===== config.mk =====
export PLATFORM = sky130hd
export DESIGN_NAME = lfm_fault_mgr
export DESIGN_NICKNAME = d
export VERILOG_FILES = /design/src/hw/lfm_pkg.sv /design/src/hw/lfm_str_if.sv /design/src/hw/lfm_fault_mgr.sv /design/src/hw/lfm_string.sv /design/src/hw/lfm_sync.sv
export VERILOG_INCLUDE_DIRS = /design/src /design/src/hw
export SDC_FILE = /design/constraint.sdc
export NUM_CORES = 1
export LEC_CHECK = 0
export ABC_AREA = 1
export BUFFER_PORTS_ARGS = -buffer_cell sky130_fd_sc_hd__buf_2
export CAP_MARGIN = 30
export CORE_MARGIN = 3
export CORE_UTILIZATION = 55
export DETAILED_ROUTE_END_ITERATION = 16
export GPL_TIMING_DRIVEN = 0
export PLACE_DENSITY_LB_ADDON = 0.3
export SLEW_MARGIN = 10
export SYNTH_ARGS = -nofsm -noshare
export SYNTH_HDL_FRONTEND = slang
export SYNTH_SLANG_ARGS = --single-unit

===== constraint.sdc =====
create_clock -name clk_i -period 1.6 [get_ports clk_i]
set_input_delay 0.16 -clock clk_i [delete_from_list [all_inputs] [get_ports clk_i]]
set_output_delay 0.16 -clock clk_i [all_outputs]
set_load 0.005 [all_outputs]

===== src/hw/lfm_params.svh =====
// timing, offsets and field positions of the led string fault manager
`ifndef LFM_PARAMS_SVH
`define LFM_PARAMS_SVH

`define LFM_CLK_PERIOD_NS  10
`define LFM_DET_TIME_NS    2000
`define LFM_DET_CYC        ((`LFM_DET_TIME_NS + `LFM_CLK_PERIOD_NS - 1) / `LFM_CLK_PERIOD_NS)
`define LFM_DET_CW         8
`define LFM_HOLD_TIME_MS   16
`define LFM_HOLD_CYC       ((`LFM_HOLD_TIME_MS * 1000000) / `LFM_CLK_PERIOD_NS)
`define LFM_HOLD_CW        21
`define LFM_NSTR           4
`define LFM_DRV_HIST       4

`define LFM_AW             12
`define LFM_CTRL_OFF       12'h000
`define LFM_STAT_OFF       12'h004

`define LFM_CTRL_MODE_BIT  0
`define LFM_CTRL_MASK_LSB  4
`define LFM_MODE_RST       1'b0
`define LFM_MASK_RST       4'hf

`define LFM_STAT_FLAG_LSB  0
`define LFM_STAT_DIS_LSB   4
`define LFM_STAT_LAT_BIT   8
`define LFM_STAT_EXT_BIT   9
`define LFM_STAT_DRV_BIT   10

`endif


===== src/hw/lfm_pkg.sv =====
// state types of the led string fault manager
`include "lfm_params.svh"
package lfm_pkg;
    typedef enum logic [1:0] {STR_RUN, STR_OFF, STR_TRY, STR_PASS} lfm_str_st_t;

    typedef struct packed {
        lfm_str_st_t             st;
        logic                    flag;
        logic                    hit;
        logic [`LFM_DET_CW-1:0]  cnt;
    } lfm_str_reg_t;

    typedef struct packed {
        logic                     mode;
        logic [`LFM_NSTR-1:0]     str_mask;
        logic                     dim_d;
        logic                     latched;
        logic [`LFM_DRV_HIST-1:0] drv_hist;
        logic [`LFM_HOLD_CW-1:0]  hold_cnt;
        logic                     hold_clr;
        logic                     boost;
        logic                     disc;
        logic [`LFM_NSTR-1:0]     sinks;
        logic                     oe_n;
        logic                     al_lvl;
        logic                     pready;
        logic                     pslverr;
        logic [31:0]              prdata;
    } lfm_top_reg_t;
endpackage


===== src/hw/lfm_str_if.sv =====
// link between the manager and one string checker
`timescale 1ns/1ns
`default_nettype none
interface lfm_str_if;
    logic dim;
    logic dim_rise;
    logic cand;
    logic clear;
    logic en;
    logic flag;
    logic hit;
    modport mgr (output dim, dim_rise, cand, clear, input en, flag, hit);
    modport str (input dim, dim_rise, cand, clear, output en, flag, hit);
endinterface
`default_nettype wire


===== src/hw/lfm_fault_mgr.sv =====
// fault manager for a four-string led driver: alarm line, partial short, apb registers
`timescale 1ns/1ns
`default_nettype none
`include "lfm_params.svh"
module lfm_fault_mgr #(
    parameter int HOLD_CYC = `LFM_HOLD_CYC
) (
    input  wire logic                   clk_i,
    input  wire logic                   reset_i,
    input  wire logic                   psel_i,
    input  wire logic                   penable_i,
    input  wire logic                   pwrite_i,
    input  wire logic [`LFM_AW-1:0]     paddr_i,
    input  wire logic [31:0]            pwdata_i,
    output logic      [31:0]            prdata_o,
    output logic                        pready_o,
    output logic                        pslverr_o,
    input  wire logic                   enable_i,
    input  wire logic                   dim_i,
    input  wire logic                   input_undervoltage_lockout_i,
    input  wire logic                   latch_fault_i,
    input  wire logic [`LFM_NSTR-1:0]   over_partial_short_threshold_i,
    input  wire logic [`LFM_NSTR-1:0]   pin_in_regulation_i,
    input  wire logic                   alarm_i,
    output logic                        alarm_o,
    output logic                        alarm_oe_n_o,
    output logic                        boost_en_o,
    output logic                        disconnect_en_o,
    output logic [`LFM_NSTR-1:0]        sink_en_o
);
    localparam int NS      = `LFM_NSTR;
    localparam int SW      = 2 * NS + 5;
    localparam int HOLD_CW = `LFM_HOLD_CW;
    localparam int NH      = `LFM_DRV_HIST;

    logic [SW-1:0]   raw;
    logic [SW-1:0]   syn;
    logic [NS-1:0]   hi_s;
    logic [NS-1:0]   lo_s;
    logic            enable_s;
    logic            dim_s;
    logic            input_undervoltage_lockout_s;
    logic            lfault_s;
    logic            alarm_s;
    logic [NS-1:0]   str_en;
    logic [NS-1:0]   str_flag;
    logic [NS-1:0]   str_hit;
    logic [NS-1:0]   cand;
    logic            dim_rise;
    logic            hold_cond;
    logic            clear_all;
    logic            drive;
    logic            ext_low;
    logic            run_ok;
    logic            trip_all;
    logic            apb_setup;
    logic            apb_wr;
    logic [31:0]     rdata;
    logic            rerr;

    lfm_pkg::lfm_top_reg_t s_r;
    lfm_pkg::lfm_top_reg_t s_nxt;

    // every comparator and control input passes one two-flop synchroniser
    assign raw = {over_partial_short_threshold_i, pin_in_regulation_i, enable_i, dim_i,
                  input_undervoltage_lockout_i, latch_fault_i, alarm_i};

    lfm_sync #(
        .W (SW)
    ) u_sync (
        .clk_i   (clk_i),
        .reset_i (reset_i),
        .d_i     (raw),
        .q_o     (syn)
    );

    assign {hi_s, lo_s, enable_s, dim_s, input_undervoltage_lockout_s, lfault_s, alarm_s} = syn;

    assign dim_rise  = dim_s & ~s_r.dim_d;
    assign hold_cond = ~enable_s | ~dim_s;
    assign clear_all = input_undervoltage_lockout_s | s_r.hold_clr;

    lfm_str_if sif [NS] ();

    genvar g;
    for (g = 0; g < NS; g++) begin : g_str
        logic [NS-1:0] others;
        // a string in regulation elsewhere must be enabled and in use
        assign others  = lo_s & str_en & s_r.str_mask & ~(NS'(1) << g);
        assign cand[g] = hi_s[g] & s_r.str_mask[g] & (|others);

        assign sif[g].dim      = dim_s;
        assign sif[g].dim_rise = dim_rise;
        assign sif[g].cand     = cand[g];
        assign sif[g].clear    = clear_all;
        assign str_en[g]       = sif[g].en;
        assign str_flag[g]     = sif[g].flag;
        assign str_hit[g]      = sif[g].hit;

        lfm_string u_str (
            .clk_i   (clk_i),
            .reset_i (reset_i),
            .sif     (sif[g])
        );
    end

    // own alarm drive: any string flag or a latched fault pulls the line
    assign drive = s_r.latched | (|str_flag);

    // our own release reaches the synchronised line late, so mask the recent drive history
    assign ext_low = s_r.mode & ~alarm_s & ~drive & ~(|s_r.drv_hist);

    assign run_ok   = enable_s & ~input_undervoltage_lockout_s & ~s_r.latched & ~ext_low;
    assign trip_all = lfault_s | (s_r.mode & (|str_hit));

    assign apb_setup = psel_i & ~penable_i;
    assign apb_wr    = psel_i & penable_i & pwrite_i & s_r.pready;

    always_comb begin
        rdata = '0;
        rerr  = 1'b0;
        case (paddr_i)
            `LFM_CTRL_OFF: begin
                rdata[`LFM_CTRL_MODE_BIT] = s_r.mode;
                rdata[`LFM_CTRL_MASK_LSB +: NS] = s_r.str_mask;
            end
            `LFM_STAT_OFF: begin
                rdata[`LFM_STAT_FLAG_LSB +: NS] = str_flag;
                rdata[`LFM_STAT_DIS_LSB +: NS] = ~str_en;
                rdata[`LFM_STAT_LAT_BIT] = s_r.latched;
                rdata[`LFM_STAT_EXT_BIT] = ext_low;
                rdata[`LFM_STAT_DRV_BIT] = drive;
            end
            default: begin
                rerr = 1'b1;
            end
        endcase
    end

    always_comb begin
        s_nxt          = s_r;
        s_nxt.dim_d    = dim_s;
        s_nxt.hold_clr = 1'b0;
        s_nxt.drv_hist = {s_r.drv_hist[NH-2:0], drive};

        if (!hold_cond) begin
            s_nxt.hold_cnt = '0;
        end else if (s_r.hold_cnt != HOLD_CW'(HOLD_CYC)) begin
            s_nxt.hold_cnt = s_r.hold_cnt + 1'b1;
            s_nxt.hold_clr = (s_r.hold_cnt == HOLD_CW'(HOLD_CYC - 1));
        end

        // the line level plays no part here, and a new fault beats a clear
        if (clear_all) begin
            s_nxt.latched = 1'b0;
        end
        if (trip_all) begin
            s_nxt.latched = 1'b1;
        end

        s_nxt.boost  = run_ok;
        s_nxt.disc   = enable_s & ~input_undervoltage_lockout_s & ~s_r.latched;
        s_nxt.sinks  = (run_ok & dim_s) ? (str_en & s_r.str_mask) : '0;
        s_nxt.oe_n   = ~drive;
        s_nxt.al_lvl = 1'b0;

        s_nxt.pready  = apb_setup;
        s_nxt.pslverr = apb_setup & rerr;
        s_nxt.prdata  = apb_setup ? rdata : '0;

        if (apb_wr && paddr_i == `LFM_CTRL_OFF) begin
            s_nxt.mode     = pwdata_i[`LFM_CTRL_MODE_BIT];
            s_nxt.str_mask = pwdata_i[`LFM_CTRL_MASK_LSB +: NS];
        end
    end

    always_ff @(posedge clk_i) begin
        if (reset_i) begin
            s_r          <= '0;
            s_r.mode     <= `LFM_MODE_RST;
            s_r.str_mask <= `LFM_MASK_RST;
            s_r.oe_n     <= 1'b1;
        end else begin
            s_r <= s_nxt;
        end
    end

    assign prdata_o        = s_r.prdata;
    assign pready_o        = s_r.pready;
    assign pslverr_o       = s_r.pslverr;
    assign alarm_o         = s_r.al_lvl;
    assign alarm_oe_n_o    = s_r.oe_n;
    assign boost_en_o      = s_r.boost;
    assign disconnect_en_o = s_r.disc;
    assign sink_en_o       = s_r.sinks;
endmodule
`default_nettype wire


===== src/hw/lfm_string.sv =====
// partial-short checker and retry sequence for one led string
`timescale 1ns/1ns
`default_nettype none
`include "lfm_params.svh"
module lfm_string (
    input  wire logic clk_i,
    input  wire logic reset_i,
    lfm_str_if.str    sif
);
    localparam int DET = `LFM_DET_CYC;
    localparam int CW  = `LFM_DET_CW;

    lfm_pkg::lfm_str_reg_t s_r;
    lfm_pkg::lfm_str_reg_t s_nxt;
    logic                  det;

    always_comb begin
        s_nxt     = s_r;
        s_nxt.hit = 1'b0;
        s_nxt.cnt = (sif.dim && sif.cand) ? s_r.cnt + 1'b1 : '0;
        det       = sif.dim && sif.cand && (s_r.cnt == CW'(DET - 1));
        case (s_r.st)
            lfm_pkg::STR_OFF: begin
                s_nxt.cnt = '0;
                if (sif.dim_rise) begin
                    s_nxt.st = lfm_pkg::STR_TRY;
                end
            end
            lfm_pkg::STR_TRY: begin
                if (!sif.dim) begin
                    s_nxt.st = lfm_pkg::STR_PASS;
                end
            end
            lfm_pkg::STR_PASS: begin
                if (sif.dim_rise) begin
                    s_nxt.st   = lfm_pkg::STR_RUN;
                    s_nxt.flag = 1'b0;
                end
            end
            default: begin
            end
        endcase
        if (sif.clear) begin
            s_nxt = '0;
        end
        // a trip in the same cycle as a clear wins
        if (det && s_r.st != lfm_pkg::STR_OFF) begin
            s_nxt.st   = lfm_pkg::STR_OFF;
            s_nxt.flag = 1'b1;
            s_nxt.hit  = 1'b1;
            s_nxt.cnt  = '0;
        end
    end

    always_ff @(posedge clk_i) begin
        if (reset_i) begin
            s_r <= '0;
        end else begin
            s_r <= s_nxt;
        end
    end

    assign sif.en   = (s_r.st != lfm_pkg::STR_OFF);
    assign sif.flag = s_r.flag;
    assign sif.hit  = s_r.hit;
endmodule
`default_nettype wire


===== src/hw/lfm_sync.sv =====
// two-flop synchroniser for the fault manager inputs
`timescale 1ns/1ns
`default_nettype none
module lfm_sync #(
    parameter int W = 1
) (
    input  wire logic         clk_i,
    input  wire logic         reset_i,
    input  wire logic [W-1:0] d_i,
    output logic      [W-1:0] q_o
);
    typedef struct packed {
        logic [W-1:0] meta;
        logic [W-1:0] stab;
    } lfm_sync_reg_t;

    lfm_sync_reg_t s_r;
    lfm_sync_reg_t s_nxt;

    always_comb begin
        s_nxt      = s_r;
        s_nxt.meta = d_i;
        s_nxt.stab = s_r.meta;
    end

    always_ff @(posedge clk_i) begin
        if (reset_i) begin
            s_r <= '0;
        end else begin
            s_r <= s_nxt;
        end
    end

    assign q_o = s_r.stab;
endmodule
`default_nettype wire


# ---- Yosys cells after proc, flatten, opt, wreduce, memory -nomap -nowiden
# Index checks and enable logic that the tools add are counted.
dict set report op_classes {
  bitwise 49
  addsub 5
  n_reduce_logical 64
  mux 32
  n_eq_ne 47
}
# cell count
set op_table {}
lappend op_table {{$mux 11} 8}
lappend op_table {{$mux 8} 8}
lappend op_table {{$ne 4x3->1 const B} 12}
lappend op_table {{$reduce_bool 3->1} 12}
lappend op_table {{$add 8x1->8 const B} 4}
lappend op_table {{$eq 8x8->1 const B} 4}
lappend op_table {{$reduce_and 4->1} 8}
lappend op_table {{$reduce_or 3->1} 10}
lappend op_table {{$ne 2x2->1 const B} 12}
lappend op_table {{$pmux 2 s3} 4}
lappend op_table {{$and 1x1->1} 22}
lappend op_table {{$add 21x1->21 const B} 1}
lappend op_table {{$eq 21x21->1 const B} 1}
lappend op_table {{$ne 21x21->1 const B} 1}
lappend op_table {{$reduce_bool 5->1} 4}
lappend op_table {{$reduce_or 5->1} 4}
lappend op_table {{$not 1->1} 19}
lappend op_table {{$eq 2x2->1 const B} 8}
lappend op_table {{$logic_and 1x1->1} 13}
lappend op_table {{$and 4x4->4} 3}
lappend op_table {{$eq 12x3->1 const B} 1}
lappend op_table {{$logic_not 12->1} 1}
lappend op_table {{$reduce_or 4->1} 3}
lappend op_table {{$eq 2x1->1 const B} 4}
lappend op_table {{11 further kinds} 30}
dict set report totals {
  elab_cells 236
  regBits 149
}

# ---- Depth between registers and ports, before layout
dict set report logic_depth {
  depth_word 10
  ltp_mapped 11
  depth_no_buf 11
}

# ---- By module
# Synthesis repeated with hierarchy kept, for this count alone.
dict set report unflattened {
  hier_cells 799
  area_unflattened_um2 6110.9
}
# mod n_inst cells_per_inst area_per_inst_um2
set modules_own_cells {}
lappend modules_own_cells {lfm_fault_mgr 1 382 2771.4}
lappend modules_own_cells {lfm_string 4 84 646.9}
lappend modules_own_cells {lfm_sync 1 81 752.0}

# ---- Least setup slack after synthesis
# No wires, ideal clock.
dict set report synth_timing {
  path_type {register to register}
  start {register g_str[2].u_str.s_r[0] in the netlist's numbering}
  end {register g_str[2].u_str.s_r[10] in the netlist's numbering}
  setup_time_ps 111
  required_ps 1489
  stages_incl_launch_ff 11
  arrival_ps 1227
  slack_ps 262
  path_cell_list {dfxtp_1 ha_1 nand2_1 inv_1 nand3_1 nor2_1 nand3_1 o21ai_0 nand2_1 nand3_1 inv_1}
}
dict set report synth_between {
  elab_chain_cells 5
}
# element line_no
set synth_lines {}
lappend synth_lines {{start, declared} lfm_string.sv:13} ;# lfm_pkg::lfm_str_reg_t s_r;
lappend synth_lines {{start signal, assigned} lfm_string.sv:59} ;# s_r <= s_nxt;
lappend synth_lines {{$eq 8x8->1 *} lfm_string.sv:21} ;# det = sif.dim && sif.cand && (s_r.cnt == CW'(DET - 1));
lappend synth_lines {{$logic_and 1x1->1 *} lfm_string.sv:21}
lappend synth_lines {{$logic_and 1x1->1 *} lfm_string.sv:47} ;# if (det && s_r.st != lfm_pkg::STR_OFF) begin
lappend synth_lines {{$ne 4x3->1 (no source line) / $reduce_bool 5->1 (equally long branches)} --}
lappend synth_lines {{$reduce_and 4->1 (no source line)} --}
# Mark *: on every way between the ends. The rest lies on a longest branch, timed or not.
# A chain may end at the register's enable or synchronous reset.

# ---- Worst setup path in the final report
dict set report layout_timing {
  start {register g_str[2].u_str.s_r[0] in the netlist's numbering}
  end {register g_str[2].u_str.s_r[11] in the netlist's numbering}
}
dict set report layout_between {
  elab_chain_cells 4
}
# element line_no
set layout_lines {}
lappend layout_lines {{$eq 8x8->1} lfm_string.sv:21}
lappend layout_lines {{$logic_and 1x1->1} lfm_string.sv:21}
lappend layout_lines {{$logic_and 1x1->1} lfm_string.sv:47}
lappend layout_lines {{$reduce_or 3->1 (no source line)} --}
# No other way between the ends.

==> results.md <==
* Area of the core at ~0.0095 mm^2
* Util after Layout at between 70% and 80%
* Register area share after synthesis at approximately 46%
* Port-buffer cells at 54
* RSZ-0062 raised after global routing: yes
* Cells after Synth at approximately 720
* GRT Util Overall at ~23%
* Worst r2r path cells at 9
* Initial drt markers at ~460
* Io pins at 104
* Hold crit path type: input port to register
* Post-layout min period at between 1.5 and 2 ns
* Share of layout cells above drive strength 1 at 24.5%
* Hold EP: pslverr_o$_SDFF_PP0_
* Synth Area in XOR/XNOR at under 10%
* Top post-synthesis cells by area: dfxtp_1, nor2_1, inv_1
* Adder-cell share of the synthesized area at about 1.4%
* FILL cells at between 600 and 700
* Initial antenna violation count at 0
* CP Launch Type: register
* Gr ovfl total at 0
* CTS root buf: clkbuf_8
* Cts bufs inserted at 17
* Req. time, crit path at ~2 ns
* Non-Filler Instances at around 980
* Top cell type's share of synthesized area at between 40% and 50%
* Mux cell area share after synthesis at 0%
* Drt total wl at 13200 um
* # clock sinks at about 130
* Clock transition at path regs at ~0.060 ns
* Final ANT Viol Nets at 0
* Worst hold start: paddr_i[1]
* Vias per inst at around 5.1
* Num rows at 35
* Worst Skew at roughly 0.015 ns
* Final Hold Fails at 0
* Nets at 908
* Final Power at 0.00739 W
* Post-synthesis to final-layout area growth at 28.1%
* Leakage power at between 3 and 4 nW
* Endpoints failing setup at 0
* Die Ht at ~110 um
* Fin Hold WS at ~0.018 ns
* Mean Syn Cell Area at approximately 7.7 um^2
* Most common cell in the netlist: dfxtp_1
* Die area at 0.0112 mm^2
* Max cap viols at 0
* Post-DP HPWL at 8550 um
* Synth Register Bits at 127
* Largest net degree at the start of global routing at 17
* Synth Area in Compound Gates at a little over 7%
* Largest family of logic cells by synthesized area: simple AND/OR/NAND/NOR gates
* Hold depth at 5
* Reg2Reg Setup Slack at slightly above 0.03 ns
* Worst setup EP type: register
* Deepest clock path buffer count at 2
* Vias post-DR at around 5000
* Status: complete, no violations
* Peak supply drop at between 0.7 and 0.8 mV
* Synth Cell Area at about 0.0055 mm^2
* Worst slew margin at roughly 60%
* 1st-pass router iterations at 6
* Post-synth ARST share at 0%
* Tcrit/Tclk final at roughly 100%
* CTS tree: built
* Most common flop cell mapped by yosys: dfxtp_1
* Pwr per Cell Area at approximately 1100 mW/mm^2
* DR DRC count at 0
* Critical path data arrival time at 1.97 ns
* Critical Setup Path Class: register to register
* Max Slew Vio Count at 0
* Reg-to-Reg End: g_str[2].u_str.s_r[11]$_SDFFE_PP0P_
* N_diodes at 0
* EDFF count, synth at 0
* Vias in the first global route at about 4700
* Die X at roughly 110 um
* CTS H-tree lvls at 4
* Routability cong. at roughly 0.94
* Post-synthesis simple-gate area fraction at roughly 30%
* Worst r2r src: g_str[2].u_str.s_r[0]$_SDFF_PP0_
* Commonest cells post-synth: dfxtp_1, nor2_1, inv_1, nand2_1, nand3_1
* First-pass GRT wire length at ~21000 um
* Post-synthesis cell type count at 40
* Initial Utilization at about 58%
* Worst skew pair latency at ~0.53 ns
* Cells after DPL at 920
* TNS Setup at 0 ns
* Slew of the pin with the lowest slew margin at just under 0.6 ns
* Avg WL per Cell at roughly 13 um
* Cell taking the most area after synthesis: dfxtp_1
* FMAX at between 0.6 and 0.7 GHz
* Worst-path maximum fanout at 3
* Synth warn at 0
==> cells by family after synthesis <==
logic type	after synthesis
AO/OA/AOI/OAI	67
buffers and inverters	165
XOR/XNOR	11
other	1
flip-flops	127
AND/OR/NAND/NOR	339
adder cells (fa/ha/maj)	6
==> placed cells by master, fill, tap and decap left out, types with 10 or more instances in the layout <==
master / n
dfxtp_1: 118
inv_1: 105
nor2_1: 102
nand2_1: 95
buf_2: 56
nand3_1: 48
buf_4: 48
a21oi_1: 32
nor3_1: 24
conb_1: 22
dlygate4sd3_1: 20
clkbuf_16: 16
nand3_2: 13
nand4_1: 13
o21ai_0: 11
inv_2: 10
==> what timing repair did <==
item,in CTS,in global routing
endpoints found under the hold margin,20,0
endpoints found under the setup margin,13,52
setup buffers,1,9
resized for setup,3,54
pin swaps,1,13
hold buffers,20,0
==> through the flow <==
stage	setup slack [ns]	cell area [um^2]
2_1_floorplan	0.262	5560
3_3_place_gp	-0.0752	5990
3_5_place_dp	-0.112	5990
4_1_cts	0.00376	6800
5_1_grt	-0.0578	7020
6_report	0.0306	7020
==> routing by layer <==
metal	vias to the layer above	global-route usage, %	share of wire, %
li1	2483	-	-
met1	2257	27.0	40
met2	203	40.0	51
met3	35	5.94	7.0
met4	0	9.62	2.5
met5	-	0	0
==> worst max-delay path by stage <==
stage	startpoint	to	slack (ns)
finish	g_str[2].u_str.s_r[0]$_SDFF_PP0_	g_str[2].u_str.s_r[11]$_SDFFE_PP0P_	0.03
global route	g_str[0].u_str.s_r[0]$_SDFF_PP0_	g_str[0].u_str.s_r[10]$_SDFFE_PP0P_	-0.06
CTS	u_sync.q_o[3]$_SDFF_PP0_	g_str[2].u_str.s_r[2]$_SDFF_PP0_	0.004
detailed placement	reset_i	prdata_o[4]$_SDFF_PP0_	-0.11
global placement	reset_i	prdata_o[4]$_SDFF_PP0_	-0.08
floorplan	g_str[2].u_str.s_r[0]$_SDFF_PP0_	g_str[2].u_str.s_r[10]$_SDFFE_PP0P_	0.26
==> final cells by class <==
type	instances	area, um^2	share of cell area [%]
inverters	116	435	6.21
clock buffers	17	414	5.90
flip-flops and latches	127	2560	36.4
multi-input cells	445	2400	34.2
well taps	129	161	2.30
clock inverters	15	173	2.46
plain buffers	49	332	4.73
repair buffers	84	546	7.77
==> sequential cells by signal, summed over array words and instances, names as in the netlist, 3 cells and up <==
name / flops
s_nxt: 3
u_sync.q_o: 13
u_sync.s_nxt: 13
g_str.u_str.sif.flag: 4
sink_en_o: 4
s_r: 30
g_str.u_str.sif.hit: 4
g_str.u_str.s_r: 40
prdata_o: 11
==> power by group <==
part	leakage [nW]	switching [W]	total, W	internal [W]
combinational	1.81	0.000197	0.000360	0.000163
clock	0.284	0.00153	0.00379	0.00227
sequential	1.03	0.0000277	0.00324	0.00321
==> critical path, cell delays in order (launching register included) <==
cell and delay (ns):
dfxtp_2 0.34, ha_2 0.18, nand2_1 0.08, inv_2 0.08, nand3_2 0.08, nor2_4 0.14, nand4_1 0.20, buf_4 0.20
o311ai_2 0.06, inv_1 0.08
No activity file was read; power rests on OpenSTA's default activity.
